<file path="config.mk">
export PLATFORM = sky130hd
export DESIGN_NAME = lmx_core
export DESIGN_NICKNAME = d
export VERILOG_FILES = /design/src/verilog/lmx_fifo.v /design/src/verilog/lmx_core.v
export VERILOG_INCLUDE_DIRS = /design/src /design/src/verilog
export SDC_FILE = /design/constraint.sdc
export NUM_CORES = 1
export LEC_CHECK = 0
export ABC_AREA = 1
export BUFFER_PORTS_ARGS = -buffer_cell sky130_fd_sc_hd__buf_2
export CORE_ASPECT_RATIO = 0.7
export CORE_UTILIZATION = 65
export CTS_BUF_LIST = sky130_fd_sc_hd__clkbuf_4
export DETAILED_ROUTE_END_ITERATION = 7
export PLACE_DENSITY = 0.82
export SETUP_SLACK_MARGIN = 0.2
export SLEW_MARGIN = 25
export SYNTH_ARGS = -nofsm -noshare
export SYNTH_HDL_FRONTEND = slang
export SYNTH_HIERARCHICAL = 1
export SYNTH_SLANG_ARGS = --single-unit
</file>
<file path="constraint.sdc">
create_clock -name clk_in -period 3.8 [get_ports clk_in]
set_input_delay 0.19 -clock clk_in [delete_from_list [all_inputs] [get_ports clk_in]]
set_output_delay 0.19 -clock clk_in [all_outputs]
set_load 0.01 [all_outputs]
</file>
<file path="src/verilog/lmx_map.vh">
// What this block does
// - Write strobe rise shifts data bit in
// - Read strobe fall presents next RAM bit
// - Chip select high refuses access, resets interface
// - Transfers only while chip select is low
// - Internal lead: RC clock, driven on pin
// - Follower or external lead: clock from pin
// - Lead modes drive frame sync pin out
// - Follower mode takes frame sync as input
// - Display RAM of 88 four-bit words
// - Sixteen-level PWM brightness control
// - Scan 44 rows against 8 commons
// - Internal oscillator runs at 256 kHz
// - Two-wire variant: pins become address inputs
// - Command and data instruction categories
// - One frame per 2624 system clocks
`ifndef LMX_MAP_VH
`define LMX_MAP_VH
// Core clock and oscillator rates in kHz
`define LMX_CLK_FREQ_KHZ  200000
`define LMX_RC_FREQ_KHZ   256
// Half period of the internal oscillator, rounded down
`define LMX_RC_HALF_CYC   (`LMX_CLK_FREQ_KHZ / (2 * `LMX_RC_FREQ_KHZ))
// Display geometry
`define LMX_RAM_WORDS     88
`define LMX_ROWS          44
`define LMX_COMS          8
// Scan timing in system clock periods
`define LMX_FRAME_TICKS   2624
`define LMX_SLOT_TICKS    (`LMX_FRAME_TICKS / `LMX_COMS)
`define LMX_PWM_STEP      20
// Instruction identifiers, three bits
`define LMX_ID_CMD        3'h4
`define LMX_ID_WRITE      3'h5
`define LMX_ID_READ       3'h6
// Command bytes
`define LMX_CMD_FOLLOW    8'h10
`define LMX_CMD_INT_LEAD  8'h18
`define LMX_CMD_EXT_LEAD  8'h1C
`define LMX_CMD_BRIGHT    4'hA
// Field widths
`define LMX_ADDR_W        7
`define LMX_NIB_W         4
`define LMX_FIFO_DEPTH    16
`endif

</file>
<file path="src/verilog/lmx_fifo.v">
`timescale 1ns/1ps
`default_nettype none
module lmx_fifo #(
  parameter WIDTH = 11,
  parameter DEPTH = 16,
  parameter AW    = 4
) (
  input  wire             clk_in,
  input  wire             nrst_in,
  input  wire             flush_in,
  input  wire [WIDTH-1:0] wr_data_in,
  input  wire             wr_valid_in,
  output wire             wr_ready_out,
  output wire [WIDTH-1:0] rd_data_out,
  output wire             rd_valid_out,
  input  wire             rd_ready_in
);
  reg [WIDTH-1:0] mem [0:DEPTH-1];
  reg [AW:0]      wr_ptr_reg;
  reg [AW:0]      rd_ptr_reg;
  wire            full;
  wire            empty;
  wire            push;
  wire            pop;

  // Extra pointer bit tells full from empty
  assign full         = (wr_ptr_reg[AW] != rd_ptr_reg[AW]) &&
                        (wr_ptr_reg[AW-1:0] == rd_ptr_reg[AW-1:0]);
  assign empty        = (wr_ptr_reg == rd_ptr_reg);
  assign wr_ready_out = ~full;
  assign rd_valid_out = ~empty;
  assign rd_data_out  = mem[rd_ptr_reg[AW-1:0]];
  assign push         = wr_valid_in & ~full;
  assign pop          = rd_ready_in & ~empty;

  // Storage is written without reset, pointers define contents
  always @(posedge clk_in)
  begin
    if (push)
      mem[wr_ptr_reg[AW-1:0]] <= wr_data_in;
  end

  // Pointer update
  always @(posedge clk_in or negedge nrst_in)
  begin
    if (!nrst_in)
    begin
      wr_ptr_reg <= {(AW+1){1'b0}};
      rd_ptr_reg <= {(AW+1){1'b0}};
    end
    else if (flush_in)
    begin
      wr_ptr_reg <= {(AW+1){1'b0}};
      rd_ptr_reg <= {(AW+1){1'b0}};
    end
    else
    begin
      if (push)
        wr_ptr_reg <= wr_ptr_reg + {{AW{1'b0}}, 1'b1};
      if (pop)
        rd_ptr_reg <= rd_ptr_reg + {{AW{1'b0}}, 1'b1};
    end
  end
endmodule
`default_nettype wire

</file>
<file path="src/verilog/lmx_core.v">
`timescale 1ns/1ps
`default_nettype none
`include "lmx_map.vh"
module lmx_core #(
  parameter [2:0] RESET_MODE = 3'h2
) (
  input  wire        clk_in,
  input  wire        nrst_in,
  input  wire        two_wire_variant_in,
  input  wire        chip_select_n_in,
  input  wire        write_strobe_clock_in,
  input  wire        read_strobe_clock_in,
  input  wire        data_in,
  output reg         data_out,
  output reg         data_oe_out,
  input  wire        osc_in,
  output reg         osc_out,
  output reg         osc_oe_out,
  input  wire        sync_in,
  output reg         sync_out,
  output reg         sync_oe_out,
  output reg  [1:0]  bus_addr_out,
  output reg  [2:0]  clock_mode_out,
  output reg  [7:0]  shared_scan_lines_out,
  output reg  [43:0] segment_drive_lines_out
);
  // Clock modes, one-hot
  localparam [2:0] MODE_FOLLOW   = 3'h1;
  localparam [2:0] MODE_INT_LEAD = 3'h2;
  localparam [2:0] MODE_EXT_LEAD = 3'h4;
  // Serial states, one-hot
  localparam [4:0] ST_ID    = 5'h01;
  localparam [4:0] ST_CMD   = 5'h02;
  localparam [4:0] ST_ADDR  = 5'h04;
  localparam [4:0] ST_WDATA = 5'h08;
  localparam [4:0] ST_RDATA = 5'h10;

  // Next address with wrap at the end of RAM
  function [6:0] lmx_next_addr;
    input [6:0] a;
    begin
      if (a == 7'd87)
        lmx_next_addr = 7'h00;
      else
        lmx_next_addr = a + 7'h01;
    end
  endfunction

  // Pin synchronisers, second stage feeds all logic
  reg [5:0] sync1_reg;
  reg [5:0] sync2_reg;
  reg [5:0] sync3_reg;
  wire cs_n    = sync2_reg[0];
  wire wr_clk  = sync2_reg[1];
  wire rd_clk  = sync2_reg[2];
  wire din     = sync2_reg[3];
  wire osc_pin = sync2_reg[4];
  wire sync_pin = sync2_reg[5];
  wire wr_rise = wr_clk & ~sync3_reg[1];
  wire rd_fall = ~rd_clk & sync3_reg[2];
  wire osc_rise = osc_pin & ~sync3_reg[4];
  wire sync_rise = sync_pin & ~sync3_reg[5];

  always @(posedge clk_in or negedge nrst_in)
  begin
    if (!nrst_in)
    begin
      sync1_reg <= 6'h3F;
      sync2_reg <= 6'h3F;
      sync3_reg <= 6'h3F;
    end
    else
    begin
      sync1_reg <= {sync_in, osc_in, data_in, read_strobe_clock_in,
                    write_strobe_clock_in, chip_select_n_in};
      sync2_reg <= sync1_reg;
      sync3_reg <= sync2_reg;
    end
  end

  // Variant strap caught after reset release, never in the reset branch
  reg strap_done_reg;
  reg two_wire_reg;
  always @(posedge clk_in or negedge nrst_in)
  begin
    if (!nrst_in)
    begin
      strap_done_reg <= 1'b0;
      two_wire_reg   <= 1'b0;
      bus_addr_out   <= 2'h0;
    end
    else
    begin
      if (!strap_done_reg)
      begin
        strap_done_reg <= 1'b1;
        two_wire_reg   <= two_wire_variant_in;
      end
      if (two_wire_reg)
        bus_addr_out <= {rd_clk, cs_n};
    end
  end

  // Display RAM and the settings it is shown with
  reg [3:0] ram [0:`LMX_RAM_WORDS-1];
  reg [3:0] bright_reg;
  wire serial_en = strap_done_reg & ~two_wire_reg & ~cs_n;

  // Serial receiver and read shifter
  reg [4:0]  st_reg;
  reg [7:0]  shift_reg;
  reg [3:0]  bit_cnt_reg;
  reg [6:0]  addr_reg;
  reg        rd_mode_reg;
  reg [10:0] wr_word_reg;
  reg        wr_valid_reg;
  wire       fifo_wr_ready;
  wire [7:0] shift_next = {shift_reg[6:0], din};

  always @(posedge clk_in or negedge nrst_in)
  begin
    if (!nrst_in)
    begin
      st_reg         <= ST_ID;
      shift_reg      <= 8'h00;
      bit_cnt_reg    <= 4'h0;
      addr_reg       <= 7'h00;
      rd_mode_reg    <= 1'b0;
      wr_word_reg    <= 11'h000;
      wr_valid_reg   <= 1'b0;
      data_out       <= 1'b0;
      data_oe_out    <= 1'b0;
      bright_reg     <= 4'hF;
      clock_mode_out <= RESET_MODE;
    end
    else
    begin
      if (wr_valid_reg && fifo_wr_ready)
        wr_valid_reg <= 1'b0;
      if (!serial_en)
      begin
        // Interface held in reset while deselected
        st_reg      <= ST_ID;
        shift_reg   <= 8'h00;
        bit_cnt_reg <= 4'h0;
        rd_mode_reg <= 1'b0;
        data_oe_out <= 1'b0;
        data_out    <= 1'b0;
      end
      else if (rd_fall && (st_reg == ST_RDATA))
      begin
        // Next bit goes out on the fall, host takes it on the rise
        data_out    <= ram[addr_reg][3 - bit_cnt_reg[1:0]];
        data_oe_out <= 1'b1;
        bit_cnt_reg <= {2'b00, bit_cnt_reg[1:0] + 2'h1};
        if (bit_cnt_reg[1:0] == 2'h3)
          addr_reg <= lmx_next_addr(addr_reg);
      end
      else if (wr_rise && (st_reg != ST_RDATA))
      begin
        shift_reg   <= shift_next;
        bit_cnt_reg <= bit_cnt_reg + 4'h1;
        case (st_reg)
          ST_ID:
            if (bit_cnt_reg == 4'h2)
            begin
              bit_cnt_reg <= 4'h0;
              if (shift_next[2:0] == `LMX_ID_CMD)
                st_reg <= ST_CMD;
              else if (shift_next[2:0] == `LMX_ID_WRITE)
                st_reg <= ST_ADDR;
              else if (shift_next[2:0] == `LMX_ID_READ)
              begin
                st_reg      <= ST_ADDR;
                rd_mode_reg <= 1'b1;
              end
            end
          ST_CMD:
            if (bit_cnt_reg == 4'h7)
            begin
              bit_cnt_reg <= 4'h0;
              if (shift_next == `LMX_CMD_FOLLOW)
                clock_mode_out <= MODE_FOLLOW;
              else if (shift_next == `LMX_CMD_INT_LEAD)
                clock_mode_out <= MODE_INT_LEAD;
              else if (shift_next == `LMX_CMD_EXT_LEAD)
                clock_mode_out <= MODE_EXT_LEAD;
              else if (shift_next[7:4] == `LMX_CMD_BRIGHT)
                bright_reg <= shift_next[3:0];
            end
          ST_ADDR:
            if (bit_cnt_reg == 4'h6)
            begin
              bit_cnt_reg <= 4'h0;
              addr_reg    <= shift_next[6:0];
              st_reg      <= rd_mode_reg ? ST_RDATA : ST_WDATA;
            end
          ST_WDATA:
            if (bit_cnt_reg == 4'h3)
            begin
              // A nibble waits here until the buffer accepts it
              bit_cnt_reg  <= 4'h0;
              wr_word_reg  <= {addr_reg, shift_next[3:0]};
              wr_valid_reg <= 1'b1;
              addr_reg     <= lmx_next_addr(addr_reg);
            end
          default:
            st_reg <= ST_ID;
        endcase
      end
    end
  end

  // Oscillator divider and system tick selection
  reg [8:0] rc_cnt_reg;
  reg       rc_clk_reg;
  reg       sys_tick_reg;
  wire      rc_wrap = (rc_cnt_reg == `LMX_RC_HALF_CYC - 1);
  wire      int_mode = (clock_mode_out == MODE_INT_LEAD);
  always @(posedge clk_in or negedge nrst_in)
  begin
    if (!nrst_in)
    begin
      rc_cnt_reg   <= 9'h000;
      rc_clk_reg   <= 1'b0;
      sys_tick_reg <= 1'b0;
      osc_out      <= 1'b0;
      osc_oe_out   <= 1'b0;
    end
    else
    begin
      rc_cnt_reg <= rc_wrap ? 9'h000 : rc_cnt_reg + 9'h001;
      if (rc_wrap)
        rc_clk_reg <= ~rc_clk_reg;
      sys_tick_reg <= int_mode ? (rc_wrap & ~rc_clk_reg) : osc_rise;
      osc_out      <= int_mode & rc_clk_reg;
      osc_oe_out   <= int_mode;
    end
  end

  // Scan counters, frame sync and PWM row drive
  reg  [8:0] slot_cnt_reg;
  reg  [2:0] com_reg;
  wire       follow = (clock_mode_out == MODE_FOLLOW);
  wire [8:0] lit_ticks = {1'b0, bright_reg, 4'h0} + {3'b000, bright_reg, 2'b00} + 9'd20;
  integer    r;
  always @(posedge clk_in or negedge nrst_in)
  begin
    if (!nrst_in)
    begin
      slot_cnt_reg            <= 9'h000;
      com_reg                 <= 3'h0;
      sync_out                <= 1'b0;
      sync_oe_out             <= 1'b0;
      shared_scan_lines_out   <= 8'h00;
      segment_drive_lines_out <= 44'h000_0000_0000;
    end
    else
    begin
      if (follow && sync_rise)
      begin
        // Leader frame start realigns this device
        slot_cnt_reg <= 9'h000;
        com_reg      <= 3'h0;
      end
      else if (sys_tick_reg)
      begin
        if (slot_cnt_reg == `LMX_SLOT_TICKS - 1)
        begin
          slot_cnt_reg <= 9'h000;
          com_reg      <= com_reg + 3'h1;
        end
        else
          slot_cnt_reg <= slot_cnt_reg + 9'h001;
      end
      sync_oe_out <= ~follow;
      sync_out    <= ~follow & (com_reg == 3'h0);
      shared_scan_lines_out <= 8'h01 << com_reg;
      for (r = 0; r < `LMX_ROWS; r = r + 1)
        segment_drive_lines_out[r] <= (slot_cnt_reg < lit_ticks) &
                                      ram[r * 2 + com_reg[2]][com_reg[1:0]];
    end
  end

  // Buffer between serial writes and the RAM; drain pauses on scan ticks
  wire [10:0] fifo_rd_data;
  wire        fifo_rd_valid;
  wire        fifo_rd_ready = ~sys_tick_reg;
  lmx_fifo #(
    .WIDTH (11),
    .DEPTH (`LMX_FIFO_DEPTH),
    .AW    (4)
  ) u_fifo (
    .clk_in       (clk_in),
    .nrst_in      (nrst_in),
    .flush_in     (1'b0),
    .wr_data_in   (wr_word_reg),
    .wr_valid_in  (wr_valid_reg),
    .wr_ready_out (fifo_wr_ready),
    .rd_data_out  (fifo_rd_data),
    .rd_valid_out (fifo_rd_valid),
    .rd_ready_in  (fifo_rd_ready)
  );

  // RAM write port; addresses past the end are dropped
  integer i;
  always @(posedge clk_in or negedge nrst_in)
  begin
    if (!nrst_in)
    begin
      for (i = 0; i < `LMX_RAM_WORDS; i = i + 1)
        ram[i] <= 4'h0;
    end
    else if (fifo_rd_valid && fifo_rd_ready &&
             (fifo_rd_data[10:4] < `LMX_RAM_WORDS))
      ram[fifo_rd_data[10:4]] <= fifo_rd_data[3:0];
  end
endmodule
`default_nettype wire

</file>
### Word-level counts from Yosys, hierarchy flattened

Memory sizes are Yosys's and may differ from the RTL's.
Cells that the tools add are included.

* register bits: 508
* bits in latches: 0
* RAM bits: 176
* memory bits (read-only): 0
* input port bits: 9
* output and inout port bits: 63
* logic and storage cells: 693
* memories: 1

Memory list
* u_fifo.mem: words 16, bits a word 11, rd ports 1, clocked after Yosys merged registers in 0, write ports 1, line lmx_fifo.v:18 `reg [WIDTH-1:0] mem [0:DEPTH-1];`

* add/sub/neg operators: 54
* $mul: 0
* div/mod/pow operators: 0
* order comparisons: 51
* equality and inequality tests: 42
* shift-type cells: 1
* mux-type cells: 287
* bitwise operators: 116
* reductions and logical operators: 23

Operator list (count)
* $ge 33x8->1 const B: 44
* $bmux 4 s7: 45
* $not 7->33: 16
* $not 8->33: 12
* $mux 4: 98
* $bwmux 352: 1
* $not 6->33: 8
* $not 5->33: 4
* $add 6x1->7 const A: 16
* $add 7x1->8 const A: 12
* $bmux 1 s2: 45
* $mux 1: 66
* $not 4->33: 2
* $mux 7: 9
* $and 1x1->1: 55
* $add 5x1->6 const A: 8
* $mux 5: 9
* $mux 9: 4
* $not 1->33: 1
* $not 3->33: 1
* $lt 32x3->1 const B: 1
* $demux 4 s7: 1
* $eq 8x5->1 const B: 3
* $add 4x1->5 const A: 4
* other kinds (55): 109

### Logic depth before layout (Yosys ltp)

* depth after elaboration: 10
* gate-level depth with buffers: 18
* mapped depth without buffers: 16

### Cells and area by module

The synthesis kept the hierarchy.

By module, submodules not included
* lmx_core: times used 1, cells an instance 3295, area an instance 25244.2 µm², seq. area each 12439.4 µm²
* lmx_fifo: times used 1, cells an instance 653, area an instance 7703.6 µm², seq. area each 5535.3 µm²

### Least setup slack after synthesis

Ideal clock, no wire load.

* path kind: flip-flop to flip-flop
* from: reg bright_reg[3]
* to: reg segment_drive_lines_out[32]
* setup time: 0.144 ns
* arrival time: 2.718 ns
* data required time: 3.656 ns
* setup slack: 0.938 ns
* stages on the path, launching flop included: 12
* buffers on the path: 1
* period minus slack after synthesis: 2.862 ns
* cells stage by stage: dfstp_2 ha_1 ha_1 a31o_2 xnor2_1 ha_1 nand2_1 o211ai_1 a21oi_1 o21bai_1 clkbuf_1 a211oi_1

* cells in the longest elaborated chain, start to end: 4

Ends and longest elaborated chain
* start: declaration: line lmx_core.v:106 `reg [3:0] bright_reg;`
* start signal: assignment: line lmx_core.v:189 `bright_reg <= shift_next[3:0];`
* $add 8x6->9: line lmx_core.v:245 `wire [8:0] lit_ticks = {1'b0, bright_reg, 4'h0} + {3'b000, bright_reg, 2'b00} + 9'd20;`
* $add 9x5->9: line lmx_core.v:245
* $lt 9x9->1: line lmx_core.v:280 `segment_drive_lines_out[r] <= (slot_cnt_reg < lit_ticks) &`
* $and 1x1->1: line lmx_core.v:280
* end signal: indexed assignment: line lmx_core.v:280
* end: declaration: line lmx_core.v:25 `output reg [43:0] segment_drive_lines_out`

No other way between the ends.
A chain may end at the register's enable or synchronous reset.

### Final worst setup path

* from: reg u_fifo.rd_ptr_reg[1]
* to: reg ram[313] in the netlist's numbering

* cells in the longest elaborated chain, start to end: 7
* elaborated cells on any way between the ends: 13
* those cells by class: 3 x order compare; 1 x eq/ne; 3 x mux; 2 x bitwise; 3 x reduce/logical; 1 x memory

Ends and longest elaborated chain
* start: declaration: line lmx_fifo.v:20 `reg [AW:0] rd_ptr_reg;`
* start signal: assignment: line lmx_fifo.v:49 `rd_ptr_reg <= {(AW+1){1'b0}};`
* start signal: assignment: line lmx_fifo.v:54 `rd_ptr_reg <= {(AW+1){1'b0}};`
* start signal: assignment: line lmx_fifo.v:61 `rd_ptr_reg <= rd_ptr_reg + {{AW{1'b0}}, 1'b1};`
* $mem_v2 16x11 *
* net fifo_rd_data[7]: line lmx_core.v:286 `wire [10:0] fifo_rd_data;`
* $not 7->8 (implied by the code): line lmx_core.v:316 `ram[fifo_rd_data[10:4]] <= fifo_rd_data[3:0];`
* $ge 8x8->1 (implied by the code) / $lt 8x1->1 (equally long branches): line lmx_core.v:316
* $logic_and 1x1->1 (implied by the code): line lmx_core.v:316
* $mux 4 (implied by the code): line lmx_core.v:316
* $demux 4 s7: line lmx_core.v:316
* $bwmux 352: line lmx_core.v:316
* end signal: indexed assignment: line lmx_core.v:316
* end: declaration: line lmx_core.v:105 `` reg [3:0] ram [0:`LMX_RAM_WORDS-1]; ``

Mark *: on every way through the listed nets, which the timed path passes. The rest lies on a longest branch.

==> run_results.csv <==
group,metric,value,unit
outcome,outcome,"finished clean",
clock_network,cts_buffer_depth,3,
placement,place.gp.congestion,0.915,
floorplan,initial_utilization,66.3,%
route,drc,0,
layout,regMostFlops,"ram",
route,vias,29643,
timing,timing.fmax,298,MHz
route,routed_via_density,6.11,
layout,final_common_cell,"nand2_1",
timing,tightest_slew,1.15,ns
synth,synth-seq-cells,682,
placement,post-place-ws,0.438,ns
worst_setup_path,critPathArrivalTime,4.09,ns
timing,rsz0062_at_grt,"no",
layout,final_cell_mix,"nand2_1, o21ai_0, dfrtp_1",
synth,synth_warnings,6,
route,wl_per_cell,19.7,um
timing,fin_ws,0.449,ns
timing,holdWs,0.320,ns
clock_network,htreeDepth,4,
timing,hold_viol,0,
synth,netlist_area,0.0329,sq mm
worst_setup_path,worstSetupPathType,"register to register",
worst_setup_path,crit_path_start_kind,"register",
layout,fin_area,0.0362,sq mm
layout,drive_gt1_share,11.8,%
floorplan,io_pins,72,
timing,report.final.setup_viol,0,
synth,synth_top_area_share,36.8,%
clock_network,clk_pin_slew_worst_paths,0.07,ns
clock_network,cts-buffers-inserted,162,
floorplan,die_h,190,um
clock_network,cts_tree,"yes",
synth,yosysTopAreaCell,"dfrtp_1",
worst_setup_path,critPathRequiredTime,4.54,ns
global_route,grt_max_degree,96,
global_route,grt_pass1_vias,28075,
global_route,grt_pass1_wl,151000,um
timing,drv_slew,0,
floorplan,fp.dieArea,0.0516,sq mm
layout,largest_reg_flops,352,
route,drtPass1Iterations,7,
route,drtIter0Drc,4394,
power_and_ir_drop,pwr_density_cell,398,mW/mm^2
clock_network,post-cts-setup-buffers,0,
global_route,grt_overflow,0,
synth,synthDistinctLibCells,54,
worst_setup_path,critPathCaptureType,"register",
global_route,grt_use_total,37.6,%
clock_network,cts_root_buffer,"clkbuf_4",
layout,nets,4093,
placement,port_buffers,71,
clock_network,cts.sinks,682,
timing,final.setup_skew,0.0837,ns
layout,area_delta_synth_final,9.90,%
synth,synthTopCellsByArea,"dfrtp_1, edfxtp_1, nand2_1, o21ai_0, nor2_1",
route,route.final.wire_length,95800,um
layout,fill_cells,3805,
timing,setup_tns,0,ns
hold_path,hold_class,"primary input to asynchronous set/reset pin",
layout,multiInputGateArea,0.0130,sq mm
synth,syn_area_per_cell,8.35,sq um
placement,dpl.hpwl,56800,um
layout,final-seq-area,0.0180,sq mm
placement,place_area,0.0340,sq mm
power_and_ir_drop,peakVddDrop,0.000386,V
floorplan,core,0.0497,sq mm
synth,ys_seq_area_share,54.6,%
power_and_ir_drop,p_leak,15.7,nW
worst_setup_path,crit_path_max_fanout,17,
synth,syn_inst,3948,
job,drv_cap,0,
timing,fin_crit,3.35,ns
global_route,antenna_found_initial,2,
clock_network,insertion_delay,0.95,ns
route,antenna_left,0,
timing,max_slew_margin,23.5,%
timing,period_share,88.2,%
floorplan,die_x,271,um
floorplan,rows,68,
## where the power goes
part	leakage [nW]	total, mW	internal [mW]	switching [mW]
clock	1.24	6.01	3.00	3.02
combinational	5.84	0.815	0.209	0.606
sequential	8.62	7.59	7.54	0.0538
total	15.7	14.4	10.7	3.68
## synthesized netlist by cell type (all sizes together)
master / n
a211oi: 27
a21boi: 5
a21oi: 194
a221oi: 1
a31o: 1
a31oi: 7
a32o: 1
and3: 1
buf: 96
clkbuf: 127
clkinv: 5
conb: 2
dfrtp: 484
dfstp: 22
edfxtp: 176
ha: 30
inv: 258
mux2: 6
nand2: 1085
nand3: 209
nand3b: 1
nand4: 22
nor2: 337
nor3: 43
nor3b: 3
nor4: 10
o211ai: 80
o21ai: 667
o21bai: 3
o221a: 3
o221ai: 12
o22ai: 18
o32ai: 2
o41ai: 1
or2: 2
xnor2: 4
xor2: 3
## worst max-delay path: stages, from the launching register on
cell     delay [ns]
dfrtp_1        0.56
nor2_1         0.22
buf_4          0.29
nand3_1        0.12
nand2_1        0.09
a21oi_1        0.05
o21ai_0        0.13
nand2_1        0.15
nand2_1        0.15
nand2_1        0.06
nand2_1        0.09
nand3_2        0.20
nor4_2         0.23
buf_4          0.31
nand2_1        0.30
nand2_1        0.12
o21ai_0        0.09
## metrics by stage
stage / util, % / instances / total power [mW]
after floorplan: - / 3949 / 8.11
after global placement: 68.3 / 4538 / 8.49
after detailed placement: 68.3 / 4538 / 8.50
after CTS: 72.8 / 4847 / 14.4
after global routing: 72.9 / 4848 / 14.9
final: 72.9 / 4850 / 14.4
## cell families (layout without fill, tap and decap cells)
family          count (synthesis)  count (layout)  share of synthesized area (%)
simple gates                 1713            1713                           21.1
compound gates               1022            1022                           16.8
fa+ha+maj                      30              30                           1.14
buf+inv                       486             719                           6.00
mux                             6               6                          0.251
other cells                     2               6                         0.0228
flops                         682             682                           54.6
xor+xnor                        7               7                          0.186
## final cells by class
class                           count  area share (%)
Clock inverter                     56           0.764
Multi-Input combinational cell   2781            36.0
Timing Repair Buffer              164            3.57
Tap cell                          665            2.30
Inverter                          263            2.76
Antenna cell                        3          0.0207
Sequential cell                   682            49.7
Clock buffer                      236            4.89
## repair_timing
action                     4_1_cts  5_1_grt
setup endpoints to repair        0      199
hold endpoints to repair       450        0
gates resized for setup          0        4
hold buffers                    17        0
## worst paths after layout
check	startpoint	end	slack, ns	cells after the start
setup / recovery	u_fifo/rd_ptr_reg[1]	ram[313]	0.45	16
hold / removal	nrst_in	ram[268]	0.32	3
setup reg to reg	u_fifo/rd_ptr_reg[1]	ram[313]	0.45	16
hold reg to reg	sync1_reg[2]	sync2_reg[2]	0.35	0
max in group asynchronous	nrst_in	ram[244]	2.64	4
min in group clk_in	sync1_reg[2]	sync2_reg[2]	0.35	0
## layer usage
layer	global-route usage, %	up-vias	routed length [um]
met1	53.3	13782	38400
met4	12.9	2	2650
met5	0	-	13
met2	54.8	2044	40500
met3	12.0	261	14100
li1	-	13554	-
(Power assumes the default switching activity.)
